[src/common/apcu_pkg.sv]
/*
  Constants shared by both ends of the power-mode command unit: task-file
  offsets, command codes, status bits, timer decode figures and the clock rate.
  Assumes a single 200 MHz clock common to host controller and device.
*/
package apcu_pkg;
  // ----------------------------------------------------------------------
  // Task-file offsets
  // ----------------------------------------------------------------------
  localparam logic [9:0] TF_SECTOR_COUNT = 10'h1f2;
  localparam logic [9:0] TF_DRIVE_HEAD = 10'h1f6;
  localparam logic [9:0] TF_COMMAND = 10'h1f7;
  localparam logic [9:0] TF_STATUS = 10'h1f7;

  // ----------------------------------------------------------------------
  // Command codes
  // ----------------------------------------------------------------------
  localparam logic [7:0] CMD_IDLE_A = 8'h97;
  localparam logic [7:0] CMD_IDLE_B = 8'he3;
  localparam logic [7:0] CMD_IDLE_IMM_A = 8'h95;
  localparam logic [7:0] CMD_IDLE_IMM_B = 8'he1;
  localparam logic [7:0] CMD_STBY_A = 8'h96;
  localparam logic [7:0] CMD_STBY_B = 8'he2;
  localparam logic [7:0] CMD_STBY_IMM_A = 8'h94;
  localparam logic [7:0] CMD_STBY_IMM_B = 8'he0;

  // ----------------------------------------------------------------------
  // Device condition bits
  // ----------------------------------------------------------------------
  localparam int BUSY_BIT = 7;
  localparam int READY_BIT = 6;
  localparam int ERROR_BIT = 0;
  localparam int DRIVE_SEL_BIT = 4;

  // ----------------------------------------------------------------------
  // Timer decode
  // ----------------------------------------------------------------------
  localparam logic [7:0] SC_DISABLE = 8'h00;
  localparam logic [7:0] SC_SHORT_MAX = 8'hf0;
  localparam logic [7:0] SC_LONG_MAX = 8'hfb;
  localparam logic [7:0] SC_21MIN = 8'hfc;
  localparam logic [7:0] SC_8HOUR = 8'hfd;
  localparam logic [15:0] SHORT_STEP_S = 16'h0005;
  localparam logic [15:0] LONG_STEP_S = 16'h0708;
  localparam logic [15:0] PERIOD_21MIN_S = 16'h04ec;
  localparam logic [15:0] PERIOD_8HOUR_S = 16'h7080;
  localparam logic [15:0] PERIOD_21M15S_S = 16'h04fb;

  // ----------------------------------------------------------------------
  // Clock
  // ----------------------------------------------------------------------
  localparam int CLK_HZ = 200_000_000;
  localparam int TICK_S = 1;
  localparam int TICK_CYCLES = CLK_HZ * TICK_S;

  typedef enum logic [1:0] {
    APCU_KIND_NONE = 2'b00,
    APCU_KIND_IDLE = 2'b01,
    APCU_KIND_STBY = 2'b10
  } apcu_kind_e;
endpackage

[src/common/apcu_if.sv]
/*
  Task-file link between host controller and device.
  Assumes both ends share core_clk_i; writes and reads take one cycle.
*/
interface apcu_if;
  logic [9:0] addr;
  logic wr;
  logic rd;
  logic [7:0] wdata;
  logic [7:0] rdata;
  logic intrq;

  modport host (output addr, output wr, output rd, output wdata, input rdata, input intrq);
  modport dev (input addr, input wr, input rd, input wdata, output rdata, output intrq);
endinterface

[src/design/apcu_device.sv]
/*
  Device end: decodes the four power-mode commands written to the task file,
  keeps busy and the interrupt, requests spindle spin-up and spin-down and runs
  the automatic power-down countdown.
  Assumes a host on the same clock; the spindle reports rotation on a pin.
*/
module apcu_device #(
  parameter int TICK_CYCLES = apcu_pkg::TICK_CYCLES
) (
  // Clock and reset
  input wire logic core_clk_i,
  input wire logic rst_n_i,
  // Task-file link
  apcu_if.dev tf,
  // Spindle
  input wire logic spindle_rotating_i,
  input wire logic seek_cmd_i,
  output logic spin_up_req_o,
  output logic spin_down_req_o,
  // Condition
  output logic standby_mode_o,
  output logic auto_pd_en_o,
  output logic seek_go_o
);
  logic [7:0] sc_ff, dh_ff;
  logic busy_ff, intrq_ff, standby_ff, apd_en_ff, run_ff;
  logic [15:0] period_ff, remain_ff;
  logic [31:0] pre_ff;
  logic up_ff, down_ff, seek_pend_ff, seek_go_ff;
  logic [2:0] rot_sync_ff;
  logic rot_ff;
  apcu_pkg::apcu_kind_e kind_ff;
  logic imm_ff;
  logic cmd_wr, is_idle, is_idle_imm, is_stby, is_stby_imm, tick, expire;
  logic [15:0] decoded;

  // ----------------------------------------------------------------------
  // Command decode
  // ----------------------------------------------------------------------
  assign cmd_wr = tf.wr && tf.addr == apcu_pkg::TF_COMMAND && !busy_ff;
  assign is_idle = tf.wdata == apcu_pkg::CMD_IDLE_A || tf.wdata == apcu_pkg::CMD_IDLE_B;
  assign is_idle_imm = tf.wdata == apcu_pkg::CMD_IDLE_IMM_A || tf.wdata == apcu_pkg::CMD_IDLE_IMM_B;
  assign is_stby = tf.wdata == apcu_pkg::CMD_STBY_A || tf.wdata == apcu_pkg::CMD_STBY_B;
  assign is_stby_imm = tf.wdata == apcu_pkg::CMD_STBY_IMM_A || tf.wdata == apcu_pkg::CMD_STBY_IMM_B;

  always_comb begin
    decoded = apcu_pkg::PERIOD_21M15S_S;
    if (sc_ff <= apcu_pkg::SC_SHORT_MAX)
      decoded = 16'({8'h00, sc_ff} * apcu_pkg::SHORT_STEP_S);
    else if (sc_ff <= apcu_pkg::SC_LONG_MAX)
      decoded = 16'({8'h00, sc_ff - apcu_pkg::SC_SHORT_MAX} * apcu_pkg::LONG_STEP_S);
    else if (sc_ff == apcu_pkg::SC_21MIN)
      decoded = apcu_pkg::PERIOD_21MIN_S;
    else if (sc_ff == apcu_pkg::SC_8HOUR)
      decoded = apcu_pkg::PERIOD_8HOUR_S;
  end

  assign tf.rdata = tf.addr == apcu_pkg::TF_SECTOR_COUNT ? sc_ff :
                    tf.addr == apcu_pkg::TF_DRIVE_HEAD ? dh_ff :
                    tf.addr == apcu_pkg::TF_STATUS ?
                    {busy_ff, ~busy_ff, 6'h00} : 8'h00;
  assign tf.intrq = intrq_ff;
  assign spin_up_req_o = up_ff;
  assign spin_down_req_o = down_ff;
  assign standby_mode_o = standby_ff;
  assign auto_pd_en_o = apd_en_ff;
  assign seek_go_o = seek_go_ff;

  // ----------------------------------------------------------------------
  // Task-file registers and spindle input synchroniser
  // ----------------------------------------------------------------------
  always_ff @(posedge core_clk_i) begin
    if (!rst_n_i) begin
      sc_ff <= 8'h00;
      dh_ff <= 8'h00;
    end else if (tf.wr && !busy_ff) begin
      if (tf.addr == apcu_pkg::TF_SECTOR_COUNT) sc_ff <= tf.wdata;
      if (tf.addr == apcu_pkg::TF_DRIVE_HEAD) dh_ff <= tf.wdata;
    end
  end

  always_ff @(posedge core_clk_i) begin
    if (!rst_n_i) begin
      rot_sync_ff <= 3'b000;
      rot_ff <= 1'b0;
    end else begin
      rot_sync_ff <= {rot_sync_ff[1:0], spindle_rotating_i};
      if (rot_sync_ff[1] == rot_sync_ff[2]) rot_ff <= rot_sync_ff[2];
    end
  end

  // ----------------------------------------------------------------------
  // Busy and interrupt: busy for one cycle, then complete at once, because
  // completion does not wait for the spindle transition.
  // ----------------------------------------------------------------------
  always_ff @(posedge core_clk_i) begin
    if (!rst_n_i) begin
      busy_ff <= 1'b0;
      intrq_ff <= 1'b0;
      kind_ff <= apcu_pkg::APCU_KIND_NONE;
      imm_ff <= 1'b0;
    end else begin
      if (cmd_wr) begin
        busy_ff <= 1'b1;
        intrq_ff <= 1'b0;
        imm_ff <= is_idle_imm | is_stby_imm;
        kind_ff <= (is_idle | is_idle_imm) ? apcu_pkg::APCU_KIND_IDLE :
                   (is_stby | is_stby_imm) ? apcu_pkg::APCU_KIND_STBY : apcu_pkg::APCU_KIND_NONE;
      end else if (busy_ff) begin
        busy_ff <= 1'b0;
        intrq_ff <= 1'b1;
      end else if (tf.rd && tf.addr == apcu_pkg::TF_STATUS) begin
        intrq_ff <= 1'b0;
      end
    end
  end

  // ----------------------------------------------------------------------
  // Power mode and spindle requests
  // ----------------------------------------------------------------------
  always_ff @(posedge core_clk_i) begin
    if (!rst_n_i) begin
      standby_ff <= 1'b0;
      up_ff <= 1'b0;
      down_ff <= 1'b0;
      seek_pend_ff <= 1'b0;
      seek_go_ff <= 1'b0;
    end else begin
      seek_go_ff <= 1'b0;
      if (busy_ff && kind_ff == apcu_pkg::APCU_KIND_IDLE) begin
        standby_ff <= 1'b0;
        up_ff <= ~rot_ff;
        down_ff <= 1'b0;
      end else if (busy_ff && kind_ff == apcu_pkg::APCU_KIND_STBY) begin
        standby_ff <= 1'b1;
        down_ff <= rot_ff;
        up_ff <= 1'b0;
      end else if (expire) begin
        standby_ff <= 1'b1;
        down_ff <= rot_ff;
        up_ff <= 1'b0;
      end else if (seek_cmd_i && !seek_pend_ff) begin
        seek_pend_ff <= 1'b1;
        up_ff <= ~rot_ff;
        down_ff <= 1'b0;
      end else if (seek_pend_ff && rot_ff) begin
        seek_pend_ff <= 1'b0;
        seek_go_ff <= 1'b1;
        standby_ff <= 1'b0;
        up_ff <= 1'b0;
      end else begin
        if (up_ff && rot_ff) up_ff <= 1'b0;
        if (down_ff && !rot_ff) down_ff <= 1'b0;
      end
    end
  end

  // ----------------------------------------------------------------------
  // Automatic power-down countdown
  // ----------------------------------------------------------------------
  assign tick = pre_ff == 32'(TICK_CYCLES - 1);
  assign expire = run_ff && !busy_ff && !standby_ff && tick && remain_ff == 16'h0001;

  always_ff @(posedge core_clk_i) begin
    if (!rst_n_i) begin
      pre_ff <= 32'h0000_0000;
    end else if (tick || cmd_wr) begin
      pre_ff <= 32'h0000_0000;
    end else begin
      pre_ff <= pre_ff + 32'h0000_0001;
    end
  end

  always_ff @(posedge core_clk_i) begin
    if (!rst_n_i) begin
      apd_en_ff <= 1'b0;
      period_ff <= 16'h0000;
      remain_ff <= 16'h0000;
      run_ff <= 1'b0;
    end else begin
      if (cmd_wr) begin
        remain_ff <= period_ff;
      end else if (busy_ff && !imm_ff && kind_ff != apcu_pkg::APCU_KIND_NONE) begin
        apd_en_ff <= sc_ff != apcu_pkg::SC_DISABLE;
        period_ff <= decoded;
        remain_ff <= decoded;
        run_ff <= sc_ff != apcu_pkg::SC_DISABLE && kind_ff == apcu_pkg::APCU_KIND_IDLE;
      end else if (busy_ff && kind_ff == apcu_pkg::APCU_KIND_STBY) begin
        run_ff <= 1'b0;
      end else if (busy_ff && kind_ff == apcu_pkg::APCU_KIND_IDLE) begin
        run_ff <= apd_en_ff;
        remain_ff <= period_ff;
      end else if (busy_ff) begin
        run_ff <= apd_en_ff && !standby_ff;
        remain_ff <= period_ff;
      end else if (expire) begin
        run_ff <= 1'b0;
      end else if (seek_go_ff && apd_en_ff) begin
        run_ff <= 1'b1;
        remain_ff <= period_ff;
      end else if (run_ff && tick) begin
        remain_ff <= remain_ff - 16'h0001;
      end
    end
  end
endmodule

[src/flat_wrapper.sv]
// flat-port wrapper written by rule: the top's interface ports become plain ports
module apcu_device_flat 
#(
  parameter int TICK_CYCLES = apcu_pkg::TICK_CYCLES
)
  (core_clk_i, rst_n_i, spindle_rotating_i, seek_cmd_i, spin_up_req_o, spin_down_req_o, standby_mode_o, auto_pd_en_o, seek_go_o, tf_addr, tf_wr, tf_rd, tf_wdata, tf_rdata, tf_intrq);
  apcu_if tf_i ();
  input wire logic core_clk_i;
  input wire logic rst_n_i;
  input wire logic spindle_rotating_i;
  input wire logic seek_cmd_i;
  output logic spin_up_req_o;
  output logic spin_down_req_o;
  output logic standby_mode_o;
  output logic auto_pd_en_o;
  output logic seek_go_o;
  input wire logic [$bits(tf_i.addr)-1:0] tf_addr;
  input wire logic [$bits(tf_i.wr)-1:0] tf_wr;
  input wire logic [$bits(tf_i.rd)-1:0] tf_rd;
  input wire logic [$bits(tf_i.wdata)-1:0] tf_wdata;
  output wire logic [$bits(tf_i.rdata)-1:0] tf_rdata;
  output wire logic [$bits(tf_i.intrq)-1:0] tf_intrq;
  assign tf_i.addr = tf_addr;
  assign tf_i.wr = tf_wr;
  assign tf_i.rd = tf_rd;
  assign tf_i.wdata = tf_wdata;
  assign tf_rdata = tf_i.rdata;
  assign tf_intrq = tf_i.intrq;
  apcu_device #(.TICK_CYCLES(TICK_CYCLES)) u_core (.core_clk_i(core_clk_i), .rst_n_i(rst_n_i), .tf(tf_i), .spindle_rotating_i(spindle_rotating_i), .seek_cmd_i(seek_cmd_i), .spin_up_req_o(spin_up_req_o), .spin_down_req_o(spin_down_req_o), .standby_mode_o(standby_mode_o), .auto_pd_en_o(auto_pd_en_o), .seek_go_o(seek_go_o));
endmodule
[config.mk]
export PLATFORM = sky130hd
export DESIGN_NAME = apcu_device_flat
export DESIGN_NICKNAME = d
export VERILOG_FILES = /design/src/common/apcu_pkg.sv /design/src/common/apcu_if.sv /design/src/design/apcu_device.sv /design/src/flat_wrapper.sv
export SDC_FILE = /design/constraint.sdc
export NUM_CORES = 1
export LEC_CHECK = 0
export ABC_AREA = 1
export BUFFER_PORTS_ARGS = -buffer_cell sky130_fd_sc_hd__buf_4
export CAP_MARGIN = 30
export CORE_ASPECT_RATIO = 0.5
export CORE_MARGIN = 2
export CORE_UTILIZATION = 55
export CTS_CLUSTER_DIAMETER = 50
export DETAILED_ROUTE_END_ITERATION = 12
export PLACE_DENSITY = 0.73
export SLEW_MARGIN = 20
export SYNTH_ARGS = -nofsm -noshare
export SYNTH_HDL_FRONTEND = slang
export SYNTH_SLANG_ARGS = --single-unit
[constraint.sdc]
create_clock -name core_clk_i -period 4.03 [get_ports core_clk_i]
set_input_delay 0.6045 -clock core_clk_i [delete_from_list [all_inputs] [get_ports core_clk_i]]
set_output_delay 0.6045 -clock core_clk_i [all_outputs]
set_load 0.01 [all_outputs]
==> results of run 1 <==
## cell families (layout without fill, tap and decap cells)
family / after synthesis / in the layout / synth area share
adders and majority gates: 51 / 51 / 0.107
DFF: 96 / 96 / 0.305
xor gates and xnor gates: 21 / 21 / 0.0292
AOI/OAI and AO/OA: 169 / 169 / 0.142
and+or+nand+nor: 461 / 461 / 0.328
buffers and inverters: 140 / 176 / 0.0875
## cell usage after synthesis (3+ instances only)
library cell  instances
nand2_1             217
nor3_4                3
xnor2_1               9
fa_1                  5
o21ai_0              49
inv_1               113
or2_2                 3
a31oi_1               3
nand3b_1              6
o21a_1                3
dfxtp_1              96
inv_2                 7
nor3_1               27
a211oi_1              3
nor2_2                8
nor3b_1               8
o21ai_1              20
nor4_1                7
nand2_2               3
clkbuf_1             11
nand3_1              47
ha_1                 46
o22ai_1               8
nand4_1              16
buf_2                 5
o211ai_1              4
xor2_1               12
nor2_1              107
a21oi_1              75
## per-layer routing
| metal | up-vias | GRT usage |
|---|---|---|
| met5 | - | 0 |
| met4 | 0 | 0.0560 |
| met3 | 12 | 0.0499 |
| met2 | 153 | 0.427 |
| met1 | 2771 | 0.360 |
| li1 | 3141 | - |
## worst reg2reg max path, cell delays in order (launching register included)
cell and delay [ns]:
dfxtp_1 0.47, inv_1 0.14, ha_1 0.36, xnor2_1 0.26
xor2_1 0.20, ha_1 0.26, ha_1 0.30, ha_1 0.30
ha_1 0.35, nand2_1 0.09, inv_1 0.04, nand4_1 0.06
nand3_1 0.10, inv_1 0.06, nand3_1 0.08, nand3_1 0.11
nand3_1 0.07, nor2_1 0.10, nor2_1 0.04
## how the worst min path moves through the flow
| stage | startpoint | slack [ns] | depth (start not counted) | end |
|---|---|---|---|---|
| after floorplan | u_core.rot_sync_ff[0]$_SDFF_PN0_ | 0.39 | 2 | u_core.rot_sync_ff[1]$_SDFF_PN0_ |
| after global placement | u_core.rot_sync_ff[0]$_SDFF_PN0_ | 0.39 | 2 | u_core.rot_sync_ff[1]$_SDFF_PN0_ |
| after detailed placement | u_core.rot_sync_ff[0]$_SDFF_PN0_ | 0.41 | 2 | u_core.rot_sync_ff[1]$_SDFF_PN0_ |
| after CTS | u_core.rot_sync_ff[0]$_SDFF_PN0_ | 0.42 | 2 | u_core.rot_sync_ff[1]$_SDFF_PN0_ |
| after global routing | u_core.rot_sync_ff[0]$_SDFF_PN0_ | 0.44 | 2 | u_core.rot_sync_ff[1]$_SDFF_PN0_ |
| final | u_core.rot_sync_ff[0]$_SDFF_PN0_ | 0.42 | 2 | u_core.rot_sync_ff[1]$_SDFF_PN0_ |
## report_power, final
| group | internal [mW] | switching (mW) | leakage [nW] |
|---|---|---|---|
| registers | 0.954 | 0.00371 | 0.775 |
| logic | 0.0294 | 0.0412 | 2.19 |
| clock network | 0.420 | 0.385 | 0.121 |
| total | 1.40 | 0.430 | 3.09 |
## registers in the layout, indices dropped and copies added (netlist names)
register / flops
u_core.pre_ff: 32
u_core.period_ff: 16
u_core.remain_ff: 16
u_core.dh_ff: 8
u_core.sc_ff: 8
u_core.rot_sync_ff: 3
u_core.kind_ff: 2
u_core.auto_pd_en_o: 1
u_core.busy_ff: 1
u_core.imm_ff: 1
u_core.rot_ff: 1
u_core.run_ff: 1
u_core.seek_go_o: 1
u_core.seek_pend_ff: 1
u_core.spin_down_req_o: 1
u_core.spin_up_req_o: 1
u_core.standby_mode_o: 1
u_core.tf.intrq: 1
## cell usage in the layout, fill, tap and decap left out, types with 3 or more instances in the layout
cell type	netlist	layout
inv_1	113	113
nand3b_1	6	6
o21ai_1	20	20
or2_2	3	3
nand2_2	3	3
nor2_2	8	8
o21a_1	3	3
xnor2_1	9	9
nor4_1	7	7
o21ai_0	49	49
nand3_1	47	47
fa_1	5	5
clkbuf_16	0	9
nor3b_1	8	8
xor2_1	12	12
nor3_1	27	27
buf_4	1	40
dfxtp_1	96	96
nand4_1	16	16
a21oi_1	75	75
nor3_4	3	3
inv_2	7	7
a31oi_1	3	3
o22ai_1	8	8
o211ai_1	4	4
clkinvlp_4	0	4
nor2_1	107	107
ha_1	46	46
a211oi_1	3	3
nand2_1	217	217
## layout make-up
type / count / area [um^2] / area share
timing repair buffer: 40 / 300 / 0.0432
inverter: 120 / 450 / 0.0649
clock buffer: 10 / 229 / 0.0330
sequential: 96 / 1920 / 0.277
clock inverter: 6 / 43.8 / 0.00631
multi-input combinational: 702 / 3820 / 0.550
tap: 145 / 181 / 0.0261
==> results.toml, run 1 <==
[global_route]
antenna_found_initial = 0
grt_max_degree = 39
grt_pass1_wl_um = 26100
grt_pass1_vias = 5516
overflow = 0
grt_usage = 0.261

[routing]
wl_per_cell_um = 13.6
viasPerCell = 5.43
route.met3.wl_um = 829
route.met2.wl_um = 6720
routed_wl_um = 15200
topRoutingLayerUsed = "met4"
vias = 6077
drc = 0
ant_nets = 0
first_pass_iters = 5
routedLengthMet1_um = 7570
drtIter0Drc = 598

[place]
hpwl_um = 11500
place_congestion = 0.878
post-place-cells = 1103
place_area_um2 = 6670
place_ws_ns = 0.555
port_buffers = 37

[clock_network]
cts_inserted_buffers = 9
cts_resized = 0
clk_path_buf_depth = 2
cts.sinks = 96
clk_pin_slew_ns = 0.07
htree_levels = 3
hold_buffers = 0
post-cts-setup-buffers = 0
clock_latency_ns = 0.35
root_buffer = "clkbuf_16"
cts_tree = "yes"

[final_layout]
drive_above_1_share = 0.0862
nNetsFinal = 1044
area_growth_syn_to_layout_pct = 10.4
fillers = 1079
fin_cells = 1119
post-route-util = 0.627
final_area_um2 = 6950
antenna_cells = 0

[logic_synthesis]
synthesis.nets = 1013
synth-seq-cells = 96
synth_area_per_cell_um2 = 6.71
ys_warn_count = 0
async_flop_share = 0
synthTopCellsByArea = "dfxtp_1 31%, nand2_1 13%, ha_1 9.1%, inv_1 6.7%, nor2_1 6.4%"
yosys.cell_types.count = 44
syn_area_um2 = 6290
synth_top_area_share = 0.305
synth_largest_area_cell = "dfxtp_1"
netlist_instances = 938
ys.flop_type = "dfxtp_1"
synth-edff-count = 0
yosysSeqAreaShare = 0.305

[power_and_ir_drop]
p_leak_nw = 3.09
power.density_nw_per_um2 = 264
peakVddDrop_uv = 185
power_mw = 1.83

[worst_setup_path]
r2r-start = "u_core.sc_ff[5]$_SDFFE_PN0P_"
max_stage_delay_ns = 0.47
worstPathCellList = "inv_1 > ha_1 > xnor2_1 > xor2_1 > ha_1 > ha_1 > ha_1 > ha_1 > nand2_1 > inv_1 > nand4_1 > nand3_1 > inv_1 > nand3_1 > nand3_1 > nand3_1 > nor2_1 > nor2_1"
r2r-end = "u_core.remain_ff[15]$_SDFFE_PN0P_"
worstPathRequired_ns = 4.27
crit_top_cell = "ha_1"
cpMaxStageDelayCell = "dfxtp_1"
crit_cells = 18
crit_path_start = "u_core.sc_ff[5]$_SDFFE_PN0P_"
criticalPathCategory = "flop to flop"
cp.arrival_ns = 3.75
startpoint_type = "flop"
endpoint = "u_core.remain_ff[15]$_SDFFE_PN0P_"
cp_max_fo = 8
path_delay_family = "adder cells"
worst_setup_path_end_kind = "flop"
worstRegToRegCells = 18
rrSetupSlack_ns = 0.53
timing.critical_path.buf_inv = 3

[sta]
finalCritPeriodShare = 0.870
clock-skew-final_ns = 0.00972
setup_violations = 0
finalSetupTns_ns = 0
setup_slack_ns = 0.525
slew_viol_final = 0
finalHoldViolations = 0
max_freq_mhz = 285
slew_headroom = 0.377
holdWs_ns = 0.418
rsz0062_at_grt = "no"
finalCriticalPeriod_ns = 3.50
tightestPinTransition_ns = 0.928

[floorplan]
ioPinCount = 38
num_rows = 27
core_area_um2 = 11100
die_height_um = 79.6
dieWidth_um = 155
die_area_um2 = 12400
initial_core_util = 0.568

[hold_path]
hp-class = "flop to flop"

[run_status]
status = "finished clean"

[job]
maxCapViolations = 0
Power figures use the tool's default switching activity.
==> run 2: changes to the inputs <==
--- a/config.mk
+++ b/config.mk
@@ -5,7 +5,6 @@
 export SDC_FILE = /design/constraint.sdc
 export NUM_CORES = 1
 export LEC_CHECK = 0
-export ABC_AREA = 1
 export BUFFER_PORTS_ARGS = -buffer_cell sky130_fd_sc_hd__buf_4
 export CAP_MARGIN = 30
 export CORE_ASPECT_RATIO = 0.5
==> results.toml, run 2 <==
[run_status]
status = "finished clean"

[routing]
wl_per_cell_um = 16.0
ant_nets = 0
first_pass_iters = 4
viasPerCell = 5.81
routed_wl_um = 13400
drc = 0
vias = 4867
drtIter0Drc = 329

[global_route]
grt_pass1_wl_um = 23100
grt_usage = 0.252
overflow = 0
antenna_found_initial = 0
grt_max_degree = 34
grt_pass1_vias = 4794

[logic_synthesis]
synthTopCellsByArea = "dfxtp_1 33%, ha_1 9.9%, nor2_1 5.6%, a21oi_1 4.5%, mux2i_1 4.1%"
synth-edff-count = 0
ys_warn_count = 0
ys.flop_type = "dfxtp_1"
yosysSeqAreaShare = 0.331
synth_commonest_cells = "96 x dfxtp_1, 86 x nor2_1, 55 x nand2_1, 52 x a21oi_1, 46 x ha_1"
synth.most_common_cell = "dfxtp_1"
synth_top_area_share = 0.331
yosys.cell_types.count = 66
syn_area_um2 = 5800
synth_largest_area_cell = "dfxtp_1"
synth_area_per_cell_um2 = 8.75
async_flop_share = 0
synth-seq-cells = 96
synthesis.nets = 738
netlist_instances = 663

[floorplan]
dieWidth_um = 149
num_rows = 26
die_height_um = 76.6
initial_core_util = 0.566
core_area_um2 = 10200
ioPinCount = 38
die_area_um2 = 11400

[clock_network]
post-cts-setup-buffers = 0
clk_path_buf_depth = 2
root_buffer = "clkbuf_16"
clock_latency_ns = 0.35
cts_tree = "yes"
clk_pin_slew_ns = 0.07
cts_inserted_buffers = 9
cts_resized = 0
htree_levels = 3
cts.sinks = 96
hold_buffers = 0

[sta]
setup_slack_ns = 0.519
finalSetupTns_ns = 0
tightestPinTransition_ns = 0.824
slew_viol_final = 0
setup_violations = 0
rsz0062_at_grt = "no"
max_freq_mhz = 285
finalHoldViolations = 0
slew_headroom = 0.448
clock-skew-final_ns = 0.00914
finalCriticalPeriod_ns = 3.51
finalCritPeriodShare = 0.871

[final_layout]
largest_reg_flops = 32
drive_above_1_share = 0.132
regMostFlops = "u_core.pre_ff"
top_regs = "u_core.pre_ff (32), u_core.period_ff (16), u_core.remain_ff (16)"
layout_commonest_cell = "dfxtp_1"
area_growth_syn_to_layout_pct = 13.1
antenna_cells = 0
final_cell_mix = "96 x dfxtp_1, 86 x nor2_1, 55 x nand2_1, 52 x a21oi_1, 48 x buf_4"
final_area_um2 = 6560
nNetsFinal = 767

[worst_setup_path]
cpMaxStageDelayCell = "dfxtp_1"
cp_max_fo = 9
worstPathRequired_ns = 4.29
criticalPathCategory = "flop to flop"
max_stage_delay_ns = 0.52
timing.critical_path.buf_inv = 1
cp.arrival_ns = 3.77
startpoint_type = "flop"
worstPathCellList = "inv_1 > ha_1 > xnor2_1 > xor2_1 > ha_1 > ha_1 > ha_1 > ha_1 > a21oi_1 > o21ai_0 > xnor2_1 > nand2_1 > a311oi_1"
crit_top_cell = "ha_1"
path_delay_family = "adder cells"
worst_setup_path_end_kind = "flop"

[power_and_ir_drop]
peakVddDrop_uv = 224
power.density_nw_per_um2 = 305
p_leak_nw = 2.75
power_mw = 2.00

[place]
place_congestion = 0.835
hpwl_um = 9620
place_area_um2 = 6220
port_buffers = 37
place_ws_ns = 0.557

[hold_path]
hp-class = "flop to flop"

[job]
maxCapViolations = 0
-- run 2: area by class of cell --
| cell class | instances | area (um^2) |
|---|---|---|
| fill | 891 | 3680 |
| multi-input combinational | 519 | 3680 |
| sequential | 96 | 1920 |
| timing repair buffer | 49 | 380 |
| clock buffer | 10 | 239 |
| tap | 140 | 175 |
| clock inverter | 6 | 98.8 |
| inverter | 17 | 63.8 |
-- run 2: report_power, final --
group / internal (mW) / switching [mW] / total (mW) / leakage, nW
combinational: 0.0297 / 0.0383 / 0.0680 / 1.81
clock: 0.572 / 0.405 / 0.978 / 0.163
sequential: 0.953 / 0.00347 / 0.957 / 0.775
total: 1.56 / 0.447 / 2.00 / 2.75
-- run 2: cells by family after synthesis --
logic type | count (synthesis) | share of synthesized area
AND/OR/NAND/NOR | 243 | 0.215
AO/OA/AOI/OAI | 146 | 0.171
flip-flops | 96 | 0.331
XOR/XNOR | 55 | 0.0904
adder cells (fa/ha/maj) | 51 | 0.116
buffers and inverters | 48 | 0.0339
multiplexers | 24 | 0.0414
-- run 2: final timing paths --
path	end	cells past startpoint	slack, ns	from
setup reg to reg	u_core.remain_ff[15]$_SDFFE_PN0P_	13	0.52	u_core.sc_ff[5]$_SDFFE_PN0P_
setup / recovery	u_core.remain_ff[15]$_SDFFE_PN0P_	13	0.52	u_core.sc_ff[5]$_SDFFE_PN0P_
hold reg to reg	u_core.pre_ff[0]$_SDFF_PP0_	1	0.45	u_core.pre_ff[0]$_SDFF_PP0_
hold / removal	u_core.pre_ff[0]$_SDFF_PP0_	1	0.45	u_core.pre_ff[0]$_SDFF_PP0_
-- run 2: routing by layer --
metal	routed length (um)	share of wire	up-vias	GRT usage
met5	0	0	-	0
li1	-	-	2439	-
met3	613	0.046	17	0.0605
met1	6490	0.48	2305	0.343
met4	147	0.011	0	0.0543
met2	6160	0.46	106	0.406
-- run 2: per-stage QoR --
stage | hold WS [ns] | std cells | util
2_1_floorplan | 0.412 | 663 | -
3_3_place_gp | 0.423 | 820 | 0.605
3_5_place_dp | 0.426 | 821 | 0.607
4_1_cts | 0.452 | 837 | 0.640
5_1_grt | 0.464 | 837 | 0.640
6_report | 0.447 | 837 | 0.640
